File: src/core/pcicap_consts.vh
// pcicap_consts.vh: offsets, field positions and fixed values of the
// express capability words. assumes plain verilog-2005 includers.
`ifndef PCICAP_CONSTS_VH
`define PCICAP_CONSTS_VH

// register byte addresses on the apb bus
`define PCICAP_OFS_HDR 12'h0B0
`define PCICAP_OFS_DEV 12'h0B4
`define PCICAP_OFS_STRAP 12'h0C0
`define PCICAP_OFS_MSG 12'h0C4

// header word fields
`define PCICAP_ID_VAL 8'h10
`define PCICAP_NEXT_VAL 8'hD8
`define PCICAP_VER_VAL 4'h1
`define PCICAP_PT_ENDPOINT 4'h0
`define PCICAP_PT_LEGACY 4'h1
`define PCICAP_PT_ROOT 4'h4
`define PCICAP_PT_SW_UP 4'h5
`define PCICAP_PT_SW_DOWN 4'h6
`define PCICAP_PT_FWD 4'h7
`define PCICAP_PT_REV 4'h8
`define PCICAP_IMN_VAL 5'h00

// device capability word fields
`define PCICAP_PAYLOAD_VAL 3'h1
`define PCICAP_PHANTOM_VAL 2'h0
`define PCICAP_L0S_VAL 3'h0
`define PCICAP_L1_VAL 3'h0
`define PCICAP_SPL_VAL_RST 8'h00
`define PCICAP_SPL_SCL_RST 2'h0

`endif

File: src/core/pcicap_regs.v
// pcicap_regs.v: read-only express capability header and device
// capability words behind an apb slave.
// assumes synchronous inputs on sys_clk; straps settle before use.
//
// Operation
// - capability id byte always reads 10h.
// - bits 15:8 of header point to vital product data at D8h.
// - port type encodings 0,1,4,5,6,7,8; others reserved.
// - port type reads 7h forward, 8h reverse.
// - slot implemented bit 24 reads 0 forward, 1 reverse.
// - phantom function field bits 4:3 reads zero.
// - bit 5 reads 1, eight-bit tags supported.
// - l0s acceptable latency bits 8:6 reads 000.
// - l1 acceptable latency bits 11:9 reads 000.
// - attention button bit 12 is 1 only with hot-plug in forward.
// - indicator bits 13, 14 are 1 with hot-plug in forward.
// - slot power value bits 25:18 reset 00h, loaded per message.
// - slot power scale bits 27:26 reset 00, loaded per message.
//
// The implementer's own choice: the APB register port.
`include "pcicap_consts.vh"

module pcicap_regs (
    input wire sys_clk,
    input wire rst_n,
    input wire psel,
    input wire penable,
    input wire pwrite,
    input wire [11:0] paddr,
    input wire [31:0] pwdata,
    output reg [31:0] prdata,
    output reg pready,
    output reg pslverr,
    input wire reverse_mode,
    input wire hotplug_strap,
    input wire spl_msg_valid,
    input wire [7:0] spl_msg_value,
    input wire [1:0] spl_msg_scale
);

    // state of the apb answer machine
    localparam [1:0] ST_IDLE = 2'b01;
    localparam [1:0] ST_DONE = 2'b10;

    reg [1:0] state_reg;
    reg [1:0] state_next;
    reg mode_rev_reg;
    reg hp_strap_reg;
    reg strap_taken_reg;
    reg [31:0] rdata_next;
    reg err_next;
    wire [7:0] spl_value;
    wire [1:0] spl_scale;
    wire hp_fwd;
    wire [31:0] hdr_word;
    wire [31:0] dev_word;
    wire [31:0] strap_word;
    wire [31:0] msg_word;

    pcicap_slot_power u_spl (
        .sys_clk(sys_clk),
        .rst_n(rst_n),
        .msg_valid(spl_msg_valid),
        .msg_value(spl_msg_value),
        .msg_scale(spl_msg_scale),
        .spl_value_reg(spl_value),
        .spl_scale_reg(spl_scale)
    );

    // port type chosen by direction; only the two bridge codes occur
    function [3:0] port_type;
        input rev;
        begin
            if (rev) begin
                port_type = `PCICAP_PT_REV;
            end else begin
                port_type = `PCICAP_PT_FWD;
            end
        end
    endfunction

    // matches an aligned word address, low two bits ignored
    function addr_hit;
        input [11:0] a;
        input [11:0] ofs;
        begin
            addr_hit = (a[11:2] == ofs[11:2]);
        end
    endfunction

    // straps are caught once after reset release, never under reset,
    // so a glitch on the pins later cannot flip what software sees
    always @(posedge sys_clk or negedge rst_n) begin
        if (!rst_n) begin
            mode_rev_reg <= 1'b0;
            hp_strap_reg <= 1'b0;
            strap_taken_reg <= 1'b0;
        end else if (!strap_taken_reg) begin
            mode_rev_reg <= reverse_mode;
            hp_strap_reg <= hotplug_strap;
            strap_taken_reg <= 1'b1;
        end
    end

    // hot-plug features exist only on the forward side
    assign hp_fwd = hp_strap_reg & ~mode_rev_reg;

    // header word: id, next link, version, type, slot, msg number
    assign hdr_word = {2'b00,
                       `PCICAP_IMN_VAL,
                       mode_rev_reg,
                       port_type(mode_rev_reg),
                       `PCICAP_VER_VAL,
                       `PCICAP_NEXT_VAL,
                       `PCICAP_ID_VAL};

    // device capability word assembled from fixed and live fields
    assign dev_word = {4'h0,
                       spl_scale,
                       spl_value,
                       3'b000,
                       hp_fwd, // power indicator
                       hp_fwd, // attention indicator
                       hp_fwd,
                       `PCICAP_L1_VAL,
                       `PCICAP_L0S_VAL,
                       1'b1,
                       `PCICAP_PHANTOM_VAL,
                       `PCICAP_PAYLOAD_VAL};

    // status words so software can see the latched straps and fields
    assign strap_word = {29'h00000000, strap_taken_reg, hp_strap_reg,
                         mode_rev_reg};
    assign msg_word = {22'h000000, spl_scale, spl_value};

    // read mux; unmapped addresses answer with an error and zero data
    always @* begin
        rdata_next = 32'h00000000;
        err_next = 1'b0;
        if (addr_hit(paddr, `PCICAP_OFS_HDR)) begin
            rdata_next = hdr_word;
        end else if (addr_hit(paddr, `PCICAP_OFS_DEV)) begin
            rdata_next = dev_word;
        end else if (addr_hit(paddr, `PCICAP_OFS_STRAP)) begin
            rdata_next = strap_word;
        end else if (addr_hit(paddr, `PCICAP_OFS_MSG)) begin
            rdata_next = msg_word;
        end else begin
            err_next = 1'b1;
        end
    end

    // answer machine: one wait state, ready in the second access cycle;
    // writes are accepted but change nothing, pwdata is never stored
    always @* begin
        state_next = state_reg;
        case (state_reg)
            ST_IDLE: begin
                if (psel && penable) begin
                    state_next = ST_DONE;
                end
            end
            ST_DONE: begin
                state_next = ST_IDLE;
            end
            default: begin
                state_next = ST_IDLE;
            end
        endcase
    end

    // registered bus outputs keep every output straight from a flop
    always @(posedge sys_clk or negedge rst_n) begin
        if (!rst_n) begin
            state_reg <= ST_IDLE;
            prdata <= 32'h00000000;
            pready <= 1'b0;
            pslverr <= 1'b0;
        end else begin
            state_reg <= state_next;
            if (state_reg == ST_IDLE && psel && penable) begin
                pready <= 1'b1;
                pslverr <= err_next;
                if (pwrite) begin
                    prdata <= 32'h00000000;
                end else begin
                    prdata <= rdata_next;
                end
            end else begin
                pready <= 1'b0;
                pslverr <= 1'b0;
                prdata <= 32'h00000000;
            end
        end
    end

endmodule

File: src/core/pcicap_slot_power.v
// pcicap_slot_power.v: holder of the captured slot power limit.
// assumes msg_valid is a one-cycle pulse per received limit message.
`include "pcicap_consts.vh"

module pcicap_slot_power (
    input wire sys_clk,
    input wire rst_n,
    input wire msg_valid,
    input wire [7:0] msg_value,
    input wire [1:0] msg_scale,
    output reg [7:0] spl_value_reg,
    output reg [1:0] spl_scale_reg
);

    // each message overwrites both fields together
    always @(posedge sys_clk or negedge rst_n) begin
        if (!rst_n) begin
            spl_value_reg <= `PCICAP_SPL_VAL_RST;
            spl_scale_reg <= `PCICAP_SPL_SCL_RST;
        end else if (msg_valid) begin
            spl_value_reg <= msg_value;
            spl_scale_reg <= msg_scale;
        end
    end

endmodule

File: config.mk
export PLATFORM = sky130hd
export DESIGN_NAME = pcicap_regs
export DESIGN_NICKNAME = d
export VERILOG_FILES = /design/src/core/pcicap_regs.v /design/src/core/pcicap_slot_power.v
export VERILOG_INCLUDE_DIRS = /design/src /design/src/core
export SDC_FILE = /design/constraint.sdc
export NUM_CORES = 1
export LEC_CHECK = 0
export BUFFER_PORTS_ARGS = -buffer_cell sky130_fd_sc_hd__clkbuf_2
export CAP_MARGIN = 20
export CORE_UTILIZATION = 42
export DETAILED_ROUTE_END_ITERATION = 12
export GPL_TIMING_DRIVEN = 0
export HOLD_SLACK_MARGIN = 0.1
export PLACE_DENSITY = 0.84
export SYNTH_ARGS = -nofsm -noshare
export SYNTH_HDL_FRONTEND = slang
export SYNTH_SLANG_ARGS = --single-unit
File: constraint.sdc
create_clock -name sys_clk -period 1.7 [get_ports sys_clk]
set_clock_uncertainty 0.05 [all_clocks]
set_input_delay 0.085 -clock sys_clk [delete_from_list [all_inputs] [get_ports sys_clk]]
set_output_delay 0.085 -clock sys_clk [all_outputs]
set_load 0.005 [all_outputs]
Yosys cells after proc, flatten, opt, wreduce, memory -nomap -nowiden
Cells that the tools add are included.
{"block": "word_totals", "reg_bits": 49, "inputBits": 62, "output_inout_bits": 34, "elab_cells": 35}
{"block": "classes", "n_eq_ne": 6, "n_mux": 15, "n_bitwise": 2, "reduce_logical": 3}
{"op": "32-bit two-way mux", "n": 2}
{"op": "28-bit two-way mux", "n": 2}
{"op": "10-bit by 6-bit equality test with 1-bit output, second input constant", "n": 4}
{"op": "10-bit two-way mux", "n": 2}
{"op": "1-bit two-way mux", "n": 6}
{"op": "2-bit two-way mux", "n": 2}
{"op": "4-bit two-way mux", "n": 1}
{"op": "1-bit logical AND", "n": 3}
{"op": "2-bit by 1-bit equality test with 1-bit output, second input constant", "n": 1}
{"op": "2-bit inequality test, second input constant", "n": 1}
{"op": "1-bit AND", "n": 1}
{"op": "1-bit NOT", "n": 1}

Depth between registers and ports, before layout
{"block": "depth", "depth_word": 7, "mapped_depth": 5, "mapped_depth_nobuf": 4}

Modules after synthesis
A second synthesis with hierarchy kept.
{"block": "hier_totals", "hier_cells": 127, "hier_area_um2": 1714.1}
{"module": "pcicap_regs", "instances": 1, "cells_per_inst": 106, "area_per_inst_um2": 1302.5, "seq_area_each_um2": 752.0}
{"module": "pcicap_slot_power", "instances": 1, "cells_per_inst": 21, "area_per_inst_um2": 411.6, "seq_area_each_um2": 250.2}

Worst setup path after synthesis
Ideal clock, no wire load.
{"block": "synth_timing", "kind": "reg-to-reg", "from": "register state_reg[0]", "to": "register prdata[13]", "setup_time_ps": 81, "arrival_time_ps": 1175, "t_required_ps": 1569, "slack_ps": 394, "stages_incl_launch_ff": 5, "path_buffers": 0, "period_less_slack_ps": 1306, "cell_sequence": "dfstp_2 -> nand4b_4 -> nor3b_4 -> nand2_2 -> nor3_2"}
{"block": "synth_via", "elab_chain_cells": 4}
{"item": "start, declared", "line_no": "pcicap_regs.v:45", "rtl": "reg [1:0] state_reg;"}
{"item": "start signal, assigned", "line_no": "pcicap_regs.v:180", "rtl": "state_reg <= state_next;"}
{"item": "2-bit by 1-bit equality test with 1-bit output", "line_no": "pcicap_regs.v:181", "rtl": "if (state_reg == ST_IDLE && psel && penable) begin"}
{"item": "1-bit logical AND (2 in series)", "line_no": "pcicap_regs.v:181"}
{"item": "32-bit two-way mux", "line_no": "pcicap_regs.v:181"}
{"item": "end signal, assigned", "line_no": "pcicap_regs.v:187", "rtl": "prdata <= rdata_next;"}
{"item": "end, declared", "line_no": "pcicap_regs.v:31", "rtl": "output reg [31:0] prdata,"}
Every way passes these cells.
A chain may end at the register's enable or synchronous reset.

Final worst setup path
{"block": "layout_timing", "from": "input paddr[8]", "to": "register prdata[1]"}
{"block": "layout_via", "elab_chain_cells": 7, "word_cells_on_any_way": 10}
{"item": "start, declared", "line_no": "pcicap_regs.v:29", "rtl": "input wire [11:0] paddr,"}
{"item": "10-bit by 6-bit equality test with 1-bit output", "line_no": "pcicap_regs.v:87", "rtl": "addr_hit = (a[11:2] == ofs[11:2]);"}
{"item": "10-bit two-way mux", "line_no": "pcicap_regs.v:146", "rtl": "end else if (addr_hit(paddr, `PCICAP_OFS_MSG)) begin"}
{"item": "10-bit two-way mux", "line_no": "pcicap_regs.v:144", "rtl": "end else if (addr_hit(paddr, `PCICAP_OFS_STRAP)) begin"}
{"item": "28-bit two-way mux", "line_no": "pcicap_regs.v:142", "rtl": "end else if (addr_hit(paddr, `PCICAP_OFS_DEV)) begin"}
{"item": "28-bit two-way mux *", "line_no": "pcicap_regs.v:140", "rtl": "if (addr_hit(paddr, `PCICAP_OFS_HDR)) begin"}
{"item": "32-bit two-way mux *", "line_no": "pcicap_regs.v:184", "rtl": "if (pwrite) begin"}
{"item": "32-bit two-way mux *", "line_no": "pcicap_regs.v:181"}
Every way passes the cells marked *; elsewhere a longest branch is shown, timed or not.

==> impl_metrics.sql <==
INSERT INTO impl_metrics (metric_group, metric, value, unit) VALUES
('status', 'run_status', 'completed', ''),
('floorplanning', 'fp.dieW', '63.4', 'microns'),
('synth', 'post_synthesis_instance_area', '0.00158', 'sq mm'),
('synth', 'postSynth.asyncResetShare', '100', '%'),
('sta', 'slew_headroom', '39.5', '%'),
('clocking', 'clock_sink_count', '40', ''),
('routing', 'drcViolationCount', '0', ''),
('floorplanning', 'die_height', '63.4', 'microns'),
('cells_and_area', 'design.final.nets', '277', ''),
('floorplanning', 'design.portCount', '96', ''),
('global_routing', 'via_count_of_the_first_global_routing_pass', '1229', ''),
('clocking', 'htree_levels', '2', ''),
('worst_setup_path', 'setup.worst_path.start_class', 'input pin', ''),
('synth', 'yosysTopAreaCell', 'sky130_fd_sc_hd__dfrtp_1', ''),
('synth', 'synth.yosys.warnings', '0', ''),
('sta', 'final-setup-viol-count', '0', ''),
('cells_and_area', 'largest_register_ffs', '23', ''),
('power', 'cell_pwr_density', '912', 'mW/mm^2'),
('worst_setup_path', 'worstSetupPathType', 'in2reg', ''),
('floorplanning', 'core-area', '0.00347', 'sq mm'),
('clocking', 'clkSlewWorstSetupHoldPaths', '70', 'ps'),
('sta', 'unrepaired_setup_endpoints_after_global_routing', 'no', ''),
('worst_setup_path', 'crit-reg2reg-launch', 'state_reg[0]$_DFFE_PN1P_', ''),
('worst_hold_path', 'min-delay-path-class', 'in2reg', ''),
('routing', 'wirelength', '3250', 'microns'),
('global_routing', 'grt_overflow_total', '0', ''),
('synth', 'synth-main-ff-cell', 'sky130_fd_sc_hd__dfrtp_1', ''),
('sta', 'max_slew_violation_count', '0', ''),
('sta', 'hold_violations', '0', ''),
('synth', 'ys_top_cells_by_area', 'sky130_fd_sc_hd__dfrtp_1, sky130_fd_sc_hd__mux2_2, sky130_fd_sc_hd__buf_4, sky130_fd_sc_hd__nand2_1, sky130_fd_sc_hd__nor2_1', ''),
('synth', 'synth_seq_area_share', '63.3', '%'),
('sta', 'clock.fmax', '0.627', 'GHz'),
('routing', 'routedWlPerCell', '12.5', 'microns'),
('sta', 'fin_ws', '104', 'ps'),
('worst_setup_path', 'cp.arrival', '1750', 'ps'),
('sta', 'holdWs', '121', 'ps'),
('clocking', 'cts_max_path_buffers', '2', ''),
('cells_and_area', 'antenna_cells_inserted', '0', ''),
('worst_setup_path', 'critical_path.startpoint', 'paddr[8]', ''),
('sta', 'min_period_over_period', '93.9', '%'),
('place', 'worst_setup_slack_before_clock_tree_synthesis', '220', 'ps'),
('sta', 'fin_tns_setup', '0', 'ps'),
('synth', 'synth_enable_flop_cells', '0', ''),
('place', 'dp_cells', '232', ''),
('sta', 'post-route-min-period', '1600', 'ps'),
('synth', 'synth.lib_cells_used.distinct', '27', ''),
('routing', 'drt_iter0_drc', '57', ''),
('global_routing', 'initial_antenna_violation_count', '0', ''),
('place', 'routabilityCongestion', '0.749', ''),
('routing', 'post_drt_via_cell_ratio', '4.64', ''),
('worst_setup_path', 'critical_path.max_fanout', '4', ''),
('clocking', 'clk_root_buffer_cell', 'sky130_fd_sc_hd__clkbuf_8', ''),
('place', 'dp_hpwl', '2170', 'microns'),
('floorplanning', 'initial_utilization', '45.7', '%'),
('synth', 'netlist.area_leader.share', '61.6', '%'),
('routing', 'drt_pre_antenna_iters', '4', ''),
('clocking', 'cts_inserted_buffers', '5', ''),
('routing', 'antenna_violating_nets_post_route', '0', ''),
('place', 'numPortBuffers', '54', ''),
('sta', 'slew_at_the_pin_with_the_worst_max_slew_slack', '907', 'ps'),
('power', 'power.leakage', '1.19', 'nW'),
('run', 'max-cap-violations', '0', ''),
('synth', 'postSynthRegisterBits', '40', ''),
('floorplanning', 'core.rowCount', '21', ''),
('clocking', 'insertion_delay_of_the_later_clocked_pin_in_the_worst_skew_pair', '290', 'ps'),
('global_routing', 'maximum_number_of_pins_on_one_net_before_global_route_repair', '41', ''),
('synth', 'synthMostInstantiatedCell', 'sky130_fd_sc_hd__dfrtp_1', ''),
('cells_and_area', 'syn2layout_area_growth', '44.1', '%'),
('global_routing', 'grt_pass1_wl', '5400', 'microns'),
('global_routing', 'grt.total_usage', '18.4', '%'),
('worst_setup_path', 'worstReg2RegEnd', 'pslverr$_DFF_PN0_', '');
worst min path at each step:
stage	to	start	slack [ps]	cells past startpoint
CTS	prdata[0]$_DFF_PN0_	paddr[7]	100	4
finish	prdata[27]$_DFF_PN0_	paddr[6]	120	4
floorplan	hp_strap_reg$_DFFE_PN0N_	rst_n	-260	0
detailed placement	prdata[19]$_DFF_PN0_	rst_n	210	1
global placement	prdata[19]$_DFF_PN0_	rst_n	210	1
global route	prdata[23]$_DFF_PN0_	paddr[6]	160	4
cells in the final DEF, fill, tap and decap left out, drive strengths merged:
| cell type | n |
|---|---|
| dfstp | 1 |
| inv | 3 |
| nor4b | 1 |
| buf | 11 |
| or2 | 1 |
| clkbuf | 61 |
| a21oi | 7 |
| mux2 | 12 |
| nor4 | 2 |
| nand2 | 19 |
| dlygate4sd3 | 20 |
| o21a | 2 |
| and2 | 3 |
| a22oi | 1 |
| nand4b | 1 |
| nor3 | 2 |
| nor3b | 1 |
| conb | 7 |
| a211oi | 2 |
| nand2b | 2 |
| dfrtp | 39 |
| bufinv | 2 |
| nor2b | 1 |
| nor2 | 14 |
kinds of logic (layout without fill, tap and decap cells):
group           after synthesis  count (layout)  share of synthesized area [%]
simple gates                 47              47                           17.7
compound gates               12              12                           4.58
flops                        40              40                           63.3
buf+inv                      14              97                           5.45
other cells                   2               7                          0.474
mux                          12              12                           8.53
per-layer routing:
layer	track usage (%)	wire [microns]
met1	19.9	1260
met5	0	0
met3	7.07	234
met4	9.38	82
met2	31.0	1670
timing repair:
| item | CTS | global route |
|---|---|---|
| hold buffers | 20 | 0 |
| gates resized for setup | 0 | 2 |
| buffers inserted | 0 | 2 |
| hold endpoints to repair | 62 | 0 |
| endpoints found under the setup margin | 0 | 8 |
cell type report:
| cell class | instances | area, sq um |
|---|---|---|
| Buffer | 11 | 75.1 |
| Clock buffer | 5 | 68.8 |
| Clock inverter | 2 | 60.1 |
| Fill cell | 263 | 1190 |
| Inverter | 3 | 11.3 |
| Multi-Input combinational cell | 78 | 522 |
| Sequential cell | 40 | 1000 |
| Tap cell | 46 | 57.6 |
| Timing Repair Buffer | 76 | 485 |
where the power goes:
| group | internal (mW) | switching, mW |
|---|---|---|
| Clock | 0.577 | 0.302 |
| Combinational | 0.105 | 0.0867 |
| Sequential | 0.988 | 0.0213 |
through the flow:
| step | utilization [%] | area (sq um) | total power, mW |
|---|---|---|---|
| 3_3_place_gp | 55.7 | 1930 | 1.17 |
| 2_1_floorplan | - | 1600 | 1.10 |
| 5_1_grt | 65.8 | 2280 | 2.16 |
| 6_report | 65.8 | 2280 | 2.08 |
| 3_5_place_dp | 55.7 | 1930 | 1.18 |
| 4_1_cts | 65.2 | 2260 | 2.09 |
worst max-delay path, stage by stage:
cell and delay (ps):
sky130_fd_sc_hd__dlygate4sd3_1 530, sky130_fd_sc_hd__clkbuf_2 130, sky130_fd_sc_hd__nor4b_4 320, sky130_fd_sc_hd__nor3b_4 350, sky130_fd_sc_hd__nand2_2 140, sky130_fd_sc_hd__a211oi_1 200
No activity file was read; power rests on OpenSTA's default activity.
